`config.mk`:
```
export PLATFORM = sky130hd
export DESIGN_NAME = radio_operating_mode_control
export DESIGN_NICKNAME = d
export VERILOG_FILES = /design/src/rtl/radio_mode_pkg.sv /design/src/rtl/radio_operating_mode_control.sv
export SDC_FILE = /design/constraint.sdc
export NUM_CORES = 1
export LEC_CHECK = 0
export ABC_AREA = 0
export BUFFER_PORTS_ARGS = -buffer_cell sky130_fd_sc_hd__buf_2
export CAP_MARGIN = 0
export CORE_ASPECT_RATIO = 1.1
export CORE_MARGIN = 3
export CORE_UTILIZATION = 55
export CTS_BUF_LIST = sky130_fd_sc_hd__clkbuf_8
export DETAILED_ROUTE_END_ITERATION = 10
export PLACE_DENSITY = 0.72
export SYNTH_ARGS = -nofsm -noshare
export SYNTH_HDL_FRONTEND = slang
export SYNTH_SLANG_ARGS = --single-unit
```
`constraint.sdc`:
```
create_clock -name mclk_i -period 4 [get_ports mclk_i]
set_clock_uncertainty 0.05 [all_clocks]
set_input_delay 0.2 -clock mclk_i [delete_from_list [all_inputs] [get_ports mclk_i]]
set_output_delay 0.2 -clock mclk_i [all_outputs]
set_load 0.01 [all_outputs]
```
`src/rtl/radio_mode_pkg.sv`:
```
// Constants and types for the radio mode control
package radio_mode_pkg;
    // Register addresses
    localparam logic [6:0] ADDR_DEV_STATUS = 7'h02;
    localparam logic [6:0] ADDR_IRQ_STAT1  = 7'h03;
    localparam logic [6:0] ADDR_IRQ_STAT2  = 7'h04;
    localparam logic [6:0] ADDR_IRQ_EN1    = 7'h05;
    localparam logic [6:0] ADDR_IRQ_EN2    = 7'h06;
    localparam logic [6:0] ADDR_MODE_CTRL  = 7'h07;
    localparam logic [6:0] ADDR_XTAL_CTRL  = 7'h62;

    // Operating mode control fields
    localparam int MODE_XTAL_HOLD_BIT = 0;
    localparam int MODE_SYNTH_HOLD_BIT = 1;
    localparam int MODE_RX_REQ_BIT    = 2;
    localparam int MODE_TX_REQ_BIT    = 3;
    localparam int MODE_TEMP_EN_BIT   = 4;
    localparam int MODE_BATT_EN_BIT   = 5;
    localparam int MODE_WAKE_EN_BIT   = 6;
    localparam int MODE_SW_RESET_BIT  = 7;

    // Crystal oscillator control fields
    localparam int XTAL_BUF_EN_BIT  = 0;
    localparam int XTAL_BUF_OVR_BIT = 1;

    // Interrupt status fields
    localparam int STAT1_RX_BIT  = 1;
    localparam int STAT1_TX_BIT  = 2;
    localparam int STAT2_POR_BIT = 0;

    // Reset values
    localparam logic [7:0] MODE_CTRL_RST = 8'h01;
    localparam logic [7:0] XTAL_CTRL_RST = 8'h01;
    localparam logic [7:0] IRQ_EN1_RST   = 8'h00;
    localparam logic [7:0] IRQ_EN2_RST   = 8'h01;

    // Command byte write flag
    localparam int SPI_WRITE_BIT = 7;

    // Device status power state field
    localparam logic [1:0] CPS_IDLE = 2'h0;
    localparam logic [1:0] CPS_RX   = 2'h1;
    localparam logic [1:0] CPS_TX   = 2'h2;

    // Timing in 10 ns cycles
    localparam int SHUTDOWN_RESP_CYC = 1_680_000; // 16.8 ms
    localparam int LOWPWR_RESP_CYC   = 80_000;    // 800 us
    localparam int FAST_RESP_CYC     = 20_000;    // 200 us
    localparam int WAIT_W            = 21;

    typedef enum logic [2:0] {
        ST_SHUTDOWN = 3'b000,
        ST_POR      = 3'b001,
        ST_IDLE     = 3'b010,
        ST_WARMUP   = 3'b011,
        ST_TX       = 3'b100,
        ST_RX       = 3'b101
    } radio_state_t;

    typedef enum logic [2:0] {
        IDLE_STANDBY = 3'b000,
        IDLE_SLEEP   = 3'b001,
        IDLE_SENSOR  = 3'b010,
        IDLE_READY   = 3'b011,
        IDLE_TUNE    = 3'b100
    } idle_mode_t;

    typedef struct packed {
        logic main_reg;
        logic low_power_regulator;
        logic xtal;
        logic xtal_buf;
        logic pll;
        logic pa;
        logic rx;
        logic wake_timer;
        logic batt_mon;
        logic temp_sens;
    } power_ctrl_t;

    typedef struct packed {
        logic sclk;
        logic nsel;
        logic sdi;
        logic shutdown;
    } pins_t;

    localparam pins_t PINS_RST = 4'h4; // Select high, rest low
endpackage : radio_mode_pkg

```
`src/rtl/radio_operating_mode_control.sv`:
```
// Radio power and operating mode sequencer with serial register access
//
// How it works
// - Shutdown pin high forces shutdown always
// - Shutdown clears registers, ignores serial access
// - Shutdown pin falling starts power-on reset
// - Resets and shutdown exit land in ready
// - Mode value zero selects standby
// - Standby still allows register reads, writes
// - Wake-timer bit selects sleep mode
// - Sensor mode runs battery, temperature monitors
// - Crystal-hold bit selects ready, crystal on
// - Synth-hold bit selects tune, PLL on
// - Tune forces crystal on automatically
// - Request bits move idle into TX/RX
// - Entry delays: 16.8ms, 800us, 200us
// - Main regulator off only in shutdown, standby, sleep
// - Mode register selects mode, pin shutdown
// - Buffer override holds ready, unless tune, until cleared
// - Interrupt low until its status read
`timescale 1ns/100ps
module radio_operating_mode_control #(
    parameter int SHUTDOWN_RESP_CYC = radio_mode_pkg::SHUTDOWN_RESP_CYC,
    parameter int LOWPWR_RESP_CYC   = radio_mode_pkg::LOWPWR_RESP_CYC,
    parameter int FAST_RESP_CYC     = radio_mode_pkg::FAST_RESP_CYC
) (
    input  wire logic                    mclk_i,            // Clock
    input  wire logic                    arst_n_i,          // Reset
    input  wire logic                    shutdown_pin_i,    // Shutdown
    input  wire logic                    spi_sclk_i,        // Serial clk
    input  wire logic                    spi_nsel_i,        // Select, low
    input  wire logic                    spi_sdi_i,         // Serial in
    output logic                         spi_sdo_o,         // Serial out
    output logic                         spi_sdo_oe_o,      // Out enable
    output logic                         interrupt_out_n_o, // Irq, low
    output radio_mode_pkg::power_ctrl_t  power_ctrl_o,      // Enables
    output radio_mode_pkg::radio_state_t state_o,           // State
    output radio_mode_pkg::idle_mode_t   idle_mode_o        // Idle mode
);
    localparam int WW = radio_mode_pkg::WAIT_W;
    localparam logic [WW-1:0] POR_LOAD =
        WW'(SHUTDOWN_RESP_CYC - FAST_RESP_CYC - 1);
    localparam logic [WW-1:0] LOWPWR_LOAD = WW'(LOWPWR_RESP_CYC - 1);
    localparam logic [WW-1:0] FAST_LOAD   = WW'(FAST_RESP_CYC - 1);

    // Pin synchronisers
    radio_mode_pkg::pins_t meta_q;
    radio_mode_pkg::pins_t sync_q;
    logic                  sclk_prev_q;

    always_ff @(posedge mclk_i or negedge arst_n_i) begin
        if (!arst_n_i) begin
            meta_q      <= radio_mode_pkg::PINS_RST;
            sync_q      <= radio_mode_pkg::PINS_RST;
            sclk_prev_q <= 1'b0;
        end else begin
            meta_q      <= '{sclk: spi_sclk_i, nsel: spi_nsel_i,
                             sdi: spi_sdi_i, shutdown: shutdown_pin_i};
            sync_q      <= meta_q;
            sclk_prev_q <= sync_q.sclk;
        end
    end

    radio_mode_pkg::radio_state_t state_q;
    radio_mode_pkg::radio_state_t state_d;
    logic [WW-1:0]                wait_q;
    logic [WW-1:0]                wait_d;

    logic [7:0] mode_ctrl_q;
    logic [7:0] xtal_ctrl_q;
    logic [7:0] irq_en1_q;
    logic [7:0] irq_en2_q;
    logic [7:0] irq_stat1_q;
    logic [7:0] irq_stat2_q;

    // Serial interface
    logic [2:0] bit_cnt_q;
    logic       data_phase_q;
    logic       write_q;
    logic [6:0] addr_q;
    logic [7:0] shift_q;
    logic [7:0] rd_shift_q;
    logic       sdo_q;
    logic       sdo_oe_q;
    logic [7:0] rd_data;

    wire spi_live   = state_q > radio_mode_pkg::ST_POR;
    wire spi_idle   = sync_q.nsel | ~spi_live;
    wire sclk_rise  = ~spi_idle & sync_q.sclk & ~sclk_prev_q;
    wire sclk_fall  = ~spi_idle & ~sync_q.sclk & sclk_prev_q;
    wire [7:0] rx_byte   = {shift_q[6:0], sync_q.sdi};
    wire       byte_done = sclk_rise & (bit_cnt_q == 3'h7);
    wire       addr_done = byte_done & ~data_phase_q;
    wire       data_done = byte_done & data_phase_q;
    wire       cmd_write = rx_byte[radio_mode_pkg::SPI_WRITE_BIT];
    wire       wr_stb    = data_done & write_q;
    wire       rd_stb    = (addr_done & ~cmd_write) | (data_done & ~write_q);
    wire [6:0] next_addr = addr_q + 7'h01;
    wire [6:0] rd_addr   = data_phase_q ? next_addr : rx_byte[6:0];

    always_ff @(posedge mclk_i or negedge arst_n_i) begin
        if (!arst_n_i) begin
            bit_cnt_q    <= 3'h0;
            data_phase_q <= 1'b0;
            write_q      <= 1'b0;
            addr_q       <= 7'h00;
            shift_q      <= 8'h00;
            rd_shift_q   <= 8'h00;
            sdo_q        <= 1'b0;
            sdo_oe_q     <= 1'b0;
        end else begin
            sdo_oe_q <= ~spi_idle & data_phase_q & ~write_q;
            if (spi_idle) begin
                bit_cnt_q    <= 3'h0;
                data_phase_q <= 1'b0;
            end else begin
                if (sclk_rise) begin
                    shift_q   <= rx_byte;
                    bit_cnt_q <= bit_cnt_q + 3'h1;
                end
                if (addr_done) begin
                    data_phase_q <= 1'b1;
                    write_q      <= cmd_write;
                end
                if (byte_done) begin
                    addr_q <= addr_done ? rx_byte[6:0] : next_addr;
                end
                if (rd_stb) begin
                    rd_shift_q <= rd_data;
                end else if (sclk_fall) begin
                    sdo_q      <= rd_shift_q[7];
                    rd_shift_q <= {rd_shift_q[6:0], 1'b0};
                end
            end
        end
    end

    // Read data selection
    logic [1:0] cps;
    assign cps = (state_q == radio_mode_pkg::ST_TX) ? radio_mode_pkg::CPS_TX :
                 (state_q == radio_mode_pkg::ST_RX) ? radio_mode_pkg::CPS_RX :
                 radio_mode_pkg::CPS_IDLE;

    always_comb begin
        case (rd_addr)
            radio_mode_pkg::ADDR_DEV_STATUS: rd_data = {6'h00, cps};
            radio_mode_pkg::ADDR_IRQ_STAT1:  rd_data = irq_stat1_q;
            radio_mode_pkg::ADDR_IRQ_STAT2:  rd_data = irq_stat2_q;
            radio_mode_pkg::ADDR_IRQ_EN1:    rd_data = irq_en1_q;
            radio_mode_pkg::ADDR_IRQ_EN2:    rd_data = irq_en2_q;
            radio_mode_pkg::ADDR_MODE_CTRL:  rd_data = mode_ctrl_q;
            radio_mode_pkg::ADDR_XTAL_CTRL:  rd_data = xtal_ctrl_q;
            default:                         rd_data = 8'h00;
        endcase
    end

    // Register file
    wire sw_reset = wr_stb && (addr_q == radio_mode_pkg::ADDR_MODE_CTRL) &&
                    rx_byte[radio_mode_pkg::MODE_SW_RESET_BIT];
    wire regs_lost = ~spi_live | sw_reset;

    always_ff @(posedge mclk_i or negedge arst_n_i) begin
        if (!arst_n_i) begin
            mode_ctrl_q <= radio_mode_pkg::MODE_CTRL_RST;
            xtal_ctrl_q <= radio_mode_pkg::XTAL_CTRL_RST;
            irq_en1_q   <= radio_mode_pkg::IRQ_EN1_RST;
            irq_en2_q   <= radio_mode_pkg::IRQ_EN2_RST;
        end else if (regs_lost) begin
            mode_ctrl_q <= radio_mode_pkg::MODE_CTRL_RST;
            xtal_ctrl_q <= radio_mode_pkg::XTAL_CTRL_RST;
            irq_en1_q   <= radio_mode_pkg::IRQ_EN1_RST;
            irq_en2_q   <= radio_mode_pkg::IRQ_EN2_RST;
        end else if (wr_stb) begin
            case (addr_q)
                radio_mode_pkg::ADDR_MODE_CTRL: mode_ctrl_q <= rx_byte;
                radio_mode_pkg::ADDR_XTAL_CTRL: xtal_ctrl_q <= rx_byte;
                radio_mode_pkg::ADDR_IRQ_EN1:   irq_en1_q   <= rx_byte;
                radio_mode_pkg::ADDR_IRQ_EN2:   irq_en2_q   <= rx_byte;
                default: ;
            endcase
        end
    end

    // Interrupt status: reading clears enabled bits, new events win
    logic       por_done;
    logic       tx_entered;
    logic       rx_entered;
    wire  [7:0] clr1 = (rd_stb && rd_addr == radio_mode_pkg::ADDR_IRQ_STAT1) ?
                       irq_en1_q : 8'h00;
    wire  [7:0] clr2 = (rd_stb && rd_addr == radio_mode_pkg::ADDR_IRQ_STAT2) ?
                       irq_en2_q : 8'h00;
    wire  [7:0] set1 = (8'(tx_entered) << radio_mode_pkg::STAT1_TX_BIT) |
                       (8'(rx_entered) << radio_mode_pkg::STAT1_RX_BIT);
    wire  [7:0] set2 = 8'(por_done | sw_reset) << radio_mode_pkg::STAT2_POR_BIT;
    wire  [7:0] stat1_d = (regs_lost ? 8'h00 : (irq_stat1_q & ~clr1)) | set1;
    wire  [7:0] stat2_d = (regs_lost ? 8'h00 : (irq_stat2_q & ~clr2)) | set2;
    wire        irq_pend = |({stat1_d, stat2_d} & {irq_en1_q, irq_en2_q});
    logic       irq_n_q;

    always_ff @(posedge mclk_i or negedge arst_n_i) begin
        if (!arst_n_i) begin
            irq_stat1_q <= 8'h00;
            irq_stat2_q <= 8'h00;
            irq_n_q     <= 1'b1;
        end else begin
            irq_stat1_q <= stat1_d;
            irq_stat2_q <= stat2_d;
            irq_n_q     <= ~irq_pend;
        end
    end

    // Idle mode selection
    wire tx_req   = mode_ctrl_q[radio_mode_pkg::MODE_TX_REQ_BIT];
    wire rx_req   = mode_ctrl_q[radio_mode_pkg::MODE_RX_REQ_BIT];
    wire any_req  = tx_req | rx_req;
    wire synth_hd = mode_ctrl_q[radio_mode_pkg::MODE_SYNTH_HOLD_BIT];
    wire xtal_hd  = mode_ctrl_q[radio_mode_pkg::MODE_XTAL_HOLD_BIT];
    wire wake_en  = mode_ctrl_q[radio_mode_pkg::MODE_WAKE_EN_BIT];
    wire batt_en  = mode_ctrl_q[radio_mode_pkg::MODE_BATT_EN_BIT];
    wire temp_en  = mode_ctrl_q[radio_mode_pkg::MODE_TEMP_EN_BIT];
    wire buf_ovr  = xtal_ctrl_q[radio_mode_pkg::XTAL_BUF_OVR_BIT];
    wire buf_en   = xtal_ctrl_q[radio_mode_pkg::XTAL_BUF_EN_BIT];

    radio_mode_pkg::idle_mode_t sel_raw;
    radio_mode_pkg::idle_mode_t idle_mode;
    assign sel_raw =
        synth_hd            ? radio_mode_pkg::IDLE_TUNE :
        xtal_hd             ? radio_mode_pkg::IDLE_READY :
        (batt_en | temp_en) ? radio_mode_pkg::IDLE_SENSOR :
        wake_en             ? radio_mode_pkg::IDLE_SLEEP :
        radio_mode_pkg::IDLE_STANDBY;
    assign idle_mode = (buf_ovr && sel_raw != radio_mode_pkg::IDLE_TUNE) ?
                       radio_mode_pkg::IDLE_READY : sel_raw;
    wire fast_idle = (idle_mode == radio_mode_pkg::IDLE_READY) ||
                     (idle_mode == radio_mode_pkg::IDLE_TUNE);
    wire [WW-1:0] entry_load = fast_idle ? FAST_LOAD : LOWPWR_LOAD;

    // Radio state machine
    always_comb begin
        state_d     = state_q;
        wait_d      = wait_q;
        por_done    = 1'b0;
        tx_entered  = 1'b0;
        rx_entered  = 1'b0;
        case (state_q)
            radio_mode_pkg::ST_SHUTDOWN: begin
                if (!sync_q.shutdown) begin
                    state_d = radio_mode_pkg::ST_POR;
                    wait_d  = POR_LOAD;
                end
            end
            radio_mode_pkg::ST_POR: begin
                if (wait_q == '0) begin
                    state_d  = radio_mode_pkg::ST_IDLE;
                    por_done = 1'b1;
                end else begin
                    wait_d = wait_q - WW'(1);
                end
            end
            radio_mode_pkg::ST_IDLE: begin
                if (any_req) begin
                    state_d = radio_mode_pkg::ST_WARMUP;
                    wait_d  = entry_load;
                end
            end
            radio_mode_pkg::ST_WARMUP: begin
                if (!any_req) begin
                    state_d = radio_mode_pkg::ST_IDLE;
                end else if (wait_q == '0) begin
                    state_d    = tx_req ? radio_mode_pkg::ST_TX :
                                          radio_mode_pkg::ST_RX;
                    tx_entered = tx_req;
                    rx_entered = ~tx_req;
                end else begin
                    wait_d = wait_q - WW'(1);
                end
            end
            radio_mode_pkg::ST_TX, radio_mode_pkg::ST_RX: begin
                if (!any_req) begin
                    state_d = radio_mode_pkg::ST_IDLE;
                end else if (tx_req != (state_q == radio_mode_pkg::ST_TX)) begin
                    state_d = radio_mode_pkg::ST_WARMUP;
                    wait_d  = FAST_LOAD;
                end
            end
            default: state_d = radio_mode_pkg::ST_SHUTDOWN;
        endcase
        if (sync_q.shutdown) begin
            state_d = radio_mode_pkg::ST_SHUTDOWN;
        end else if (sw_reset) begin
            state_d = radio_mode_pkg::ST_IDLE;
        end
    end

    // Block enables
    wire powered = state_q != radio_mode_pkg::ST_SHUTDOWN;
    wire in_idle = state_q == radio_mode_pkg::ST_IDLE;
    wire active  = state_q > radio_mode_pkg::ST_IDLE;
    wire lp_only = (idle_mode == radio_mode_pkg::IDLE_STANDBY) ||
                   (idle_mode == radio_mode_pkg::IDLE_SLEEP);
    wire xtal_on = active | (in_idle & fast_idle);

    radio_mode_pkg::power_ctrl_t pc_d;
    assign pc_d.main_reg = (state_q == radio_mode_pkg::ST_POR) | active |
                           (in_idle & ~lp_only);
    assign pc_d.low_power_regulator = powered;
    assign pc_d.xtal       = xtal_on;
    assign pc_d.xtal_buf   = xtal_on & (~buf_ovr | buf_en);
    assign pc_d.pll        = active |
                             (in_idle && idle_mode == radio_mode_pkg::IDLE_TUNE);
    assign pc_d.pa         = state_q == radio_mode_pkg::ST_TX;
    assign pc_d.rx         = state_q == radio_mode_pkg::ST_RX;
    assign pc_d.wake_timer = spi_live & wake_en;
    assign pc_d.batt_mon   = spi_live & batt_en;
    assign pc_d.temp_sens  = spi_live & temp_en;

    radio_mode_pkg::power_ctrl_t pc_q;
    radio_mode_pkg::idle_mode_t  idle_mode_q;

    always_ff @(posedge mclk_i or negedge arst_n_i) begin
        if (!arst_n_i) begin
            state_q     <= radio_mode_pkg::ST_SHUTDOWN;
            wait_q      <= '0;
            pc_q        <= '0;
            idle_mode_q <= radio_mode_pkg::IDLE_READY;
        end else begin
            state_q     <= state_d;
            wait_q      <= wait_d;
            pc_q        <= pc_d;
            idle_mode_q <= idle_mode;
        end
    end

    assign spi_sdo_o         = sdo_q;
    assign spi_sdo_oe_o      = sdo_oe_q;
    assign interrupt_out_n_o = irq_n_q;
    assign power_ctrl_o      = pc_q;
    assign state_o           = state_q;
    assign idle_mode_o       = idle_mode_q;
endmodule : radio_operating_mode_control

```
==> impl_metrics.json, run 1 <==
{
  "worst-path-buf-inv": 0,
  "r2r_end": "rd_shift_q[1]",
  "num_rows": 40,
  "wl_per_cell_um": 19.0,
  "max_stage_delay_ps": 610,
  "crit_chain": "ha_1 > xnor2_1 > a21oi_1 > mux2_2 > a222oi_1 > a21oi_1 > a21oi_1 > o221ai_1",
  "reg2reg_setup_slack_ps": 910,
  "firstDrtPassIters": 7,
  "nets": 668,
  "fin_crit_sh_pct": 77.2,
  "tightest_slew_ps": 930,
  "antenna_left": 0,
  "place_area_mm2": 0.00646,
  "ys.flop_type": "dfrtp_1",
  "grt_pass1_vias": 4912,
  "path_depth": 8,
  "final_area_mm2": 0.00696,
  "initial_core_util_pct": 56.8,
  "crit_slowest_cell": "a21oi_1",
  "fillers": 888,
  "worst_hold_path_type": "flip-flop to flip-flop",
  "grt_max_degree": 73,
  "ys_ff_latch": 124,
  "min-delay-start": "meta_q[0]",
  "dieArea_mm2": 0.0127,
  "grt.overflow.total": 0,
  "leakagePower_nw": 3.08,
  "clockBufferDepth": 2,
  "crit_fanout": 10,
  "dp.cells": 779,
  "vias": 5018,
  "cts_resized": 0,
  "gp_congestion": 0.956,
  "viasPerCell": 6.15,
  "fin_cells": 816,
  "drt_iter0_markers": 451,
  "required_ps": 4260,
  "synth-warning-count": 0,
  "antenna_found_initial": 0,
  "hold_viol_final": 0,
  "crit_path_frequent_cell": "a21oi_1",
  "status": "completed",
  "wl_mm": 15.5,
  "startpoint_type": "flip-flop",
  "synthDistinctLibCells": 73,
  "root_buffer": "clkbuf_8",
  "syn_nets": 647,
  "drc_errors": 0,
  "finalSetupTns_ps": 0,
  "power_density_mw_per_mm2": 381,
  "synth_edf_count": 0,
  "syn-cell-area_mm2": 0.00628,
  "io_pins": 25,
  "timing.rr.start": "addr_q[0]",
  "path_clk_slew_ps": 80,
  "hold_depth": 0,
  "h-tree-depth": 4,
  "syn_inst": 635,
  "grt_use_total_pct": 25.8,
  "crit_arrival_ps": 3350,
  "syn_to_final_growth_pct": 10.8,
  "fp.coreArea_mm2": 0.0111,
  "min_to": "sync_q[0]",
  "r2r_cells": 8,
  "syn_avg_cell_area_um2": 9.89,
  "rsz0062_at_grt": "false",
  "layout_common_cells": "dfrtp_1, nor2_1, a21oi_1",
  "critPathKind": "flip-flop to flip-flop",
  "critPathTopFamily": "compound AO/OA/AOI/OAI gates",
  "die_y_um": 118,
  "utilization_pct": 62.9,
  "cts_buffers": 17,
  "ys_async_sr_fraction_pct": 100,
  "total_power_mw": 2.65,
  "ys_seq_area_share_pct": 49.6,
  "port_buffers": 24,
  "critPathCaptureType": "flip-flop",
  "antenna_cells": 0,
  "grt_pass1_wl_mm": 25.5,
  "dp_hpwl_mm": 10.8,
  "irDropWorstVdd_v": 0.000209,
  "maxCapViolations": 0,
  "period_minus_slack_ps": 3090,
  "drv_slew": 0,
  "cts_tree": "built",
  "cts_setup_buffers": 0,
  "clock_sinks": 124,
  "final_common_cell": "dfrtp_1",
  "insertion_delay_ps": 450,
  "die_w_um": 108,
  "fmax_ghz": 0.324,
  "relSlewSlack_pct": 37.6,
  "layout-drive-gt1-share_pct": 15.1,
  "finalSetupViolations": 0
}
## what timing repair did
| item | CTS | global route |
|---|---|---|
| hold buffers | 5 | 0 |
| hold endpoints to repair | 73 | 0 |
| setup endpoints to repair | 0 | 0 |
## state kept, by name (all words and copies together), names as in the netlist
name	flops
addr_q	7
bit_cnt_q	3
data_phase_q	1
idle_mode_o	3
interrupt_out_n_o	1
irq_en1_q	8
irq_en2_q	8
irq_stat1_q	8
irq_stat2_q	8
meta_q	4
mode_ctrl_q	8
power_ctrl_o	10
rd_shift_q	8
rx_byte	1
sclk_prev_q	1
shift_q	7
spi_sdo_o	1
spi_sdo_oe_o	1
state_o	3
sync_q	3
wait_q	21
write_q	1
xtal_ctrl_q	8
## Yosys cell counts (3+ instances only)
| cell | instances | area [µm²] |
|---|---|---|
| o32a_1 | 3 | 30.0 |
| buf_2 | 6 | 30.0 |
| clkbuf_1 | 20 | 75.1 |
| nor3_2 | 3 | 30.0 |
| mux2_2 | 12 | 135 |
| ha_1 | 6 | 75.1 |
| dfstp_2 | 8 | 210 |
| a22o_1 | 8 | 70.1 |
| and2_1 | 6 | 37.5 |
| o211ai_1 | 3 | 22.5 |
| nor2b_1 | 5 | 31.3 |
| nand2_1 | 57 | 214 |
| xnor2_1 | 8 | 70.1 |
| nor3_1 | 11 | 55.1 |
| nor4_1 | 6 | 37.5 |
| a31oi_1 | 7 | 43.8 |
| o21ai_0 | 33 | 165 |
| nor3b_1 | 3 | 22.5 |
| nor4_4 | 3 | 63.8 |
| a22oi_1 | 5 | 37.5 |
| o22a_1 | 3 | 26.3 |
| a21oi_1 | 60 | 300 |
| and3_1 | 3 | 18.8 |
| inv_1 | 22 | 82.6 |
| a21o_1 | 4 | 30.0 |
| or2_2 | 3 | 18.8 |
| nand3_1 | 8 | 40.0 |
| o22ai_1 | 5 | 31.3 |
| mux2i_1 | 35 | 350 |
| dfrtp_1 | 116 | 2900 |
| a32oi_1 | 3 | 26.3 |
| nand2b_1 | 11 | 68.8 |
| or3_1 | 6 | 37.5 |
| a2bb2oi_1 | 5 | 43.8 |
| buf_6 | 4 | 45.0 |
| a222oi_1 | 6 | 60.1 |
| nand4_1 | 6 | 37.5 |
| nor2_1 | 75 | 282 |
## per-stage QoR
stage	hold slack, ps	worst slack [ps]
after floorplan	-146	1480
after global placement	255	1000
after detailed placement	259	986
after CTS	295	959
after global routing	307	625
final	310	912
## where the power goes
part	switching (mW)	total (mW)	leakage [nW]	internal (mW)
clock	0.524	1.22	0.211	0.695
sequential	0.0308	1.31	1.64	1.28
combinational	0.0761	0.119	1.24	0.0428
## logic make-up after synthesis
group	Yosys count	share of synthesized area (%)
adder cells (fa/ha/maj)	6	1.19
XOR/XNOR	10	1.39
flip-flops	124	49.6
AND/OR/NAND/NOR	224	18.6
multiplexers	47	7.73
buffers and inverters	54	3.88
AO/OA/AOI/OAI	170	17.7
## layer usage
metal / global-route usage [%] / share of wire (%) / vias to the layer above / routed length, µm
li1: - / - / 2331 / -
met1: 34.0 / 42 / 2505 / 6560
met2: 40.3 / 50 / 149 / 7700
met3: 6.58 / 5.0 / 33 / 773
met4: 11.4 / 3.0 / 0 / 467
met5: 0 / 0 / - / 0
## layout make-up
class	instances	area [µm²]	share of cell area (%)
Multi-Input combinational cell	457	2930	42.0
Sequential cell	124	3110	44.7
Clock inverter	14	195	2.81
Inverter	22	82.6	1.19
Tap cell	147	184	2.64
Timing Repair Buffer	34	210	3.02
Clock buffer	18	248	3.56
## how the worst max path moves through the flow
stage	startpoint	to	slack, ps
2_1_floorplan	addr_q[0]	rd_shift_q[1]	1480
3_5_place_dp	state_o[2]	xtal_ctrl_q[5]	990
3_3_place_gp	addr_q[0]	rd_shift_q[1]	1000
4_1_cts	addr_q[0]	rd_shift_q[1]	960
5_1_grt	state_o[1]	xtal_ctrl_q[7]	620
6_report	addr_q[0]	rd_shift_q[1]	910
Power figures use the tool's default switching activity.
==> inputs of run 2 (changes only) <==
--- a/config.mk
+++ b/config.mk
@@ -5,7 +5,7 @@
 export SDC_FILE = /design/constraint.sdc
 export NUM_CORES = 1
 export LEC_CHECK = 0
-export ABC_AREA = 0
+export ABC_AREA = 1
 export BUFFER_PORTS_ARGS = -buffer_cell sky130_fd_sc_hd__buf_2
 export CAP_MARGIN = 0
 export CORE_ASPECT_RATIO = 1.1
==> constraint.sdc (replaced) <==
create_clock -name mclk_i -period 3.1 [get_ports mclk_i]
set_clock_uncertainty 0.05 [all_clocks]
set_input_delay 0.155 -clock mclk_i [delete_from_list [all_inputs] [get_ports mclk_i]]
set_output_delay 0.155 -clock mclk_i [all_outputs]
set_load 0.01 [all_outputs]
==> run 2 against run 1 <==
Against the previous run: non-clock buffer count is 4 lower; combinational power rose to 14 times the previous value; sequential power is 60% higher; fmax up 11%; global-route usage up 0.44 points; worst hold slack lost 78 ps; clock power increased by 41%; worst setup slack worse by 590 ps; sequential share of layout area is 2.2 points lower; largest power group unchanged; routed wire length rose by 4.3%.
==> impl_metrics.json, run 2 <==
{
  "fmax_ghz": 0.360,
  "die_w_um": 110,
  "syn_nets": 856,
  "status": "completed",
  "ys_async_sr_fraction_pct": 100,
  "regMostFlops": "wait_q",
  "grt.overflow.total": 0,
  "synthDistinctLibCells": 47,
  "viasPerCell": 5.49,
  "startpoint_type": "flip-flop",
  "synth_area_leaders": "dfrtp_1, nand2_1, inv_1",
  "leakagePower_nw": 3.49,
  "drv_slew": 0,
  "grt_use_total_pct": 26.3,
  "r2r_cells": 10,
  "crit_arrival_ps": 3090,
  "vias": 5707,
  "syn-cell-area_mm2": 0.00656,
  "die_y_um": 121,
  "yosysTopAreaCell": "dfrtp_1",
  "cts_tree": "built",
  "maxCapViolations": 0,
  "antenna_found_initial": 0,
  "layout-drive-gt1-share_pct": 11.4,
  "regArea_mm2": 0.00311,
  "worst_hold_path_type": "input pin to async pin",
  "port_buffers": 24,
  "cts_setup_buffers": 0,
  "clockBufferDepth": 2,
  "worstSetupEndpoint": "rd_shift_q[4]",
  "grt_max_degree": 125,
  "synth_edf_count": 0,
  "path_clk_slew_ps": 70,
  "ys_seq_area_share_pct": 47.5,
  "finalSetupViolations": 0,
  "wl_mm": 16.2,
  "insertion_delay_ps": 450,
  "layout_common_cells": "nand2_1, inv_1, dfrtp_1",
  "reg2reg_setup_slack_ps": 330,
  "firstDrtPassIters": 5,
  "multi_input_area_mm2": 0.00285,
  "relSlewSlack_pct": 51.0,
  "tightest_slew_ps": 735,
  "fillers": 1021,
  "syn_avg_cell_area_um2": 7.77,
  "r2r_end": "rd_shift_q[4]",
  "largest_register_ffs": 21,
  "rsz0062_at_grt": "false",
  "total_power_mw": 5.45,
  "dp_hpwl_mm": 11.9,
  "finalSetupTns_ps": 0,
  "irDropWorstVdd_v": 0.000360,
  "grt_pass1_wl_mm": 26.8,
  "antenna_left": 0,
  "num_rows": 41,
  "drc_errors": 0,
  "h-tree-depth": 4,
  "gp_congestion": 0.996,
  "power_density_mw_per_mm2": 744,
  "fin_crit_sh_pct": 89.5,
  "wl_per_cell_um": 15.6,
  "crit_fanout": 11,
  "whs_ps": 233,
  "final_common_cell": "nand2_1",
  "timing.rr.start": "data_phase_q",
  "critPathCaptureType": "flip-flop",
  "fp.coreArea_mm2": 0.0115,
  "required_ps": 3410,
  "synth-warning-count": 0,
  "synth_common_cells": "nand2_1, inv_1, dfrtp_1",
  "antenna_cells": 0,
  "ys_ff_latch": 124,
  "dieArea_mm2": 0.0133,
  "clock_sinks": 124,
  "initial_core_util_pct": 56.8,
  "utilization_pct": 63.4,
  "ys.flop_type": "dfrtp_1",
  "critPathKind": "flip-flop to flip-flop",
  "nets": 888,
  "period_minus_slack_ps": 2770,
  "syn_to_final_growth_pct": 11.7,
  "drt_iter0_markers": 616,
  "cp-startpoint": "data_phase_q",
  "syn_inst": 844,
  "cts_buffers": 17,
  "grt_pass1_vias": 5528,
  "yosysMostFrequentCell": "nand2_1",
  "root_buffer": "clkbuf_8",
  "synth_top_area_share_pct": 44.3,
  "hold_viol_final": 0,
  "io_pins": 25
}
-- run 2: worst min-delay path by stage --
| stage | to | cells past startpoint | slack (ps) |
|---|---|---|---|
| detailed placement | meta_q[2] | 1 | 210 |
| CTS | meta_q[3] | 2 | 270 |
| finish | wait_q[10] | 3 | 230 |
| global placement | meta_q[2] | 1 | 210 |
| floorplan | addr_q[0] | 0 | -190 |
| global route | meta_q[3] | 2 | 290 |
-- run 2: power by group --
group          switching (mW)  internal, mW
Combinational            1.18         0.453
Clock                   0.654          1.06
Sequential              0.204          1.89
Total                    2.04          3.41
-- run 2: critical path, cell delays in order, from the launching register on --
cell	delay (ps)
dfrtp_1	630
inv_2	180
o21ai_1	360
nand2_1	190
nor3_2	550
nand2_1	190
nand3_1	130
nor2_1	90
nor2_4	120
nand2_1	60
a21oi_1	140
-- run 2: metrics by stage --
stage / setup slack, ps / instance area (µm²) / std cells
final: 326 / 7320 / 1039
after global routing: 74.3 / 7320 / 1039
after CTS: 366 / 7320 / 1039
after detailed placement: 393 / 6780 / 1002
after global placement: 377 / 6780 / 1002
after floorplan: 993 / 6560 / 844
-- run 2: final cells by class --
class | count | area share, %
Clock buffer | 18 | 3.38
Clock inverter | 14 | 3.32
Inverter | 129 | 6.61
Multi-Input combinational cell | 574 | 39.0
Sequential cell | 124 | 42.5
Tap cell | 150 | 2.56
Timing Repair Buffer | 30 | 2.63
-- run 2: kinds of logic after synthesis --
family	count (synthesis)	share of synthesized area, %
flops	124	47.5
xor+xnor	2	0.267
fa+ha+maj	6	1.15
simple gates	414	29.3
buf+inv	146	9.01
compound gates	152	12.8
-- run 2: timing repair --
item / 4_1_cts / 5_1_grt
hold endpoints to repair: 120 / 0
setup endpoints to repair: 0 / 0
hold buffers: 5 / 0
gates resized for setup: 0 / 0
-- run 2: layer usage --
metal	GRT usage, %	share of wire [%]	up-vias
met3	4.81	4.3	38
met5	0	0	-
met4	10.5	2.8	0
li1	-	-	2796
met2	43.6	50	178
met1	33.8	43	2695
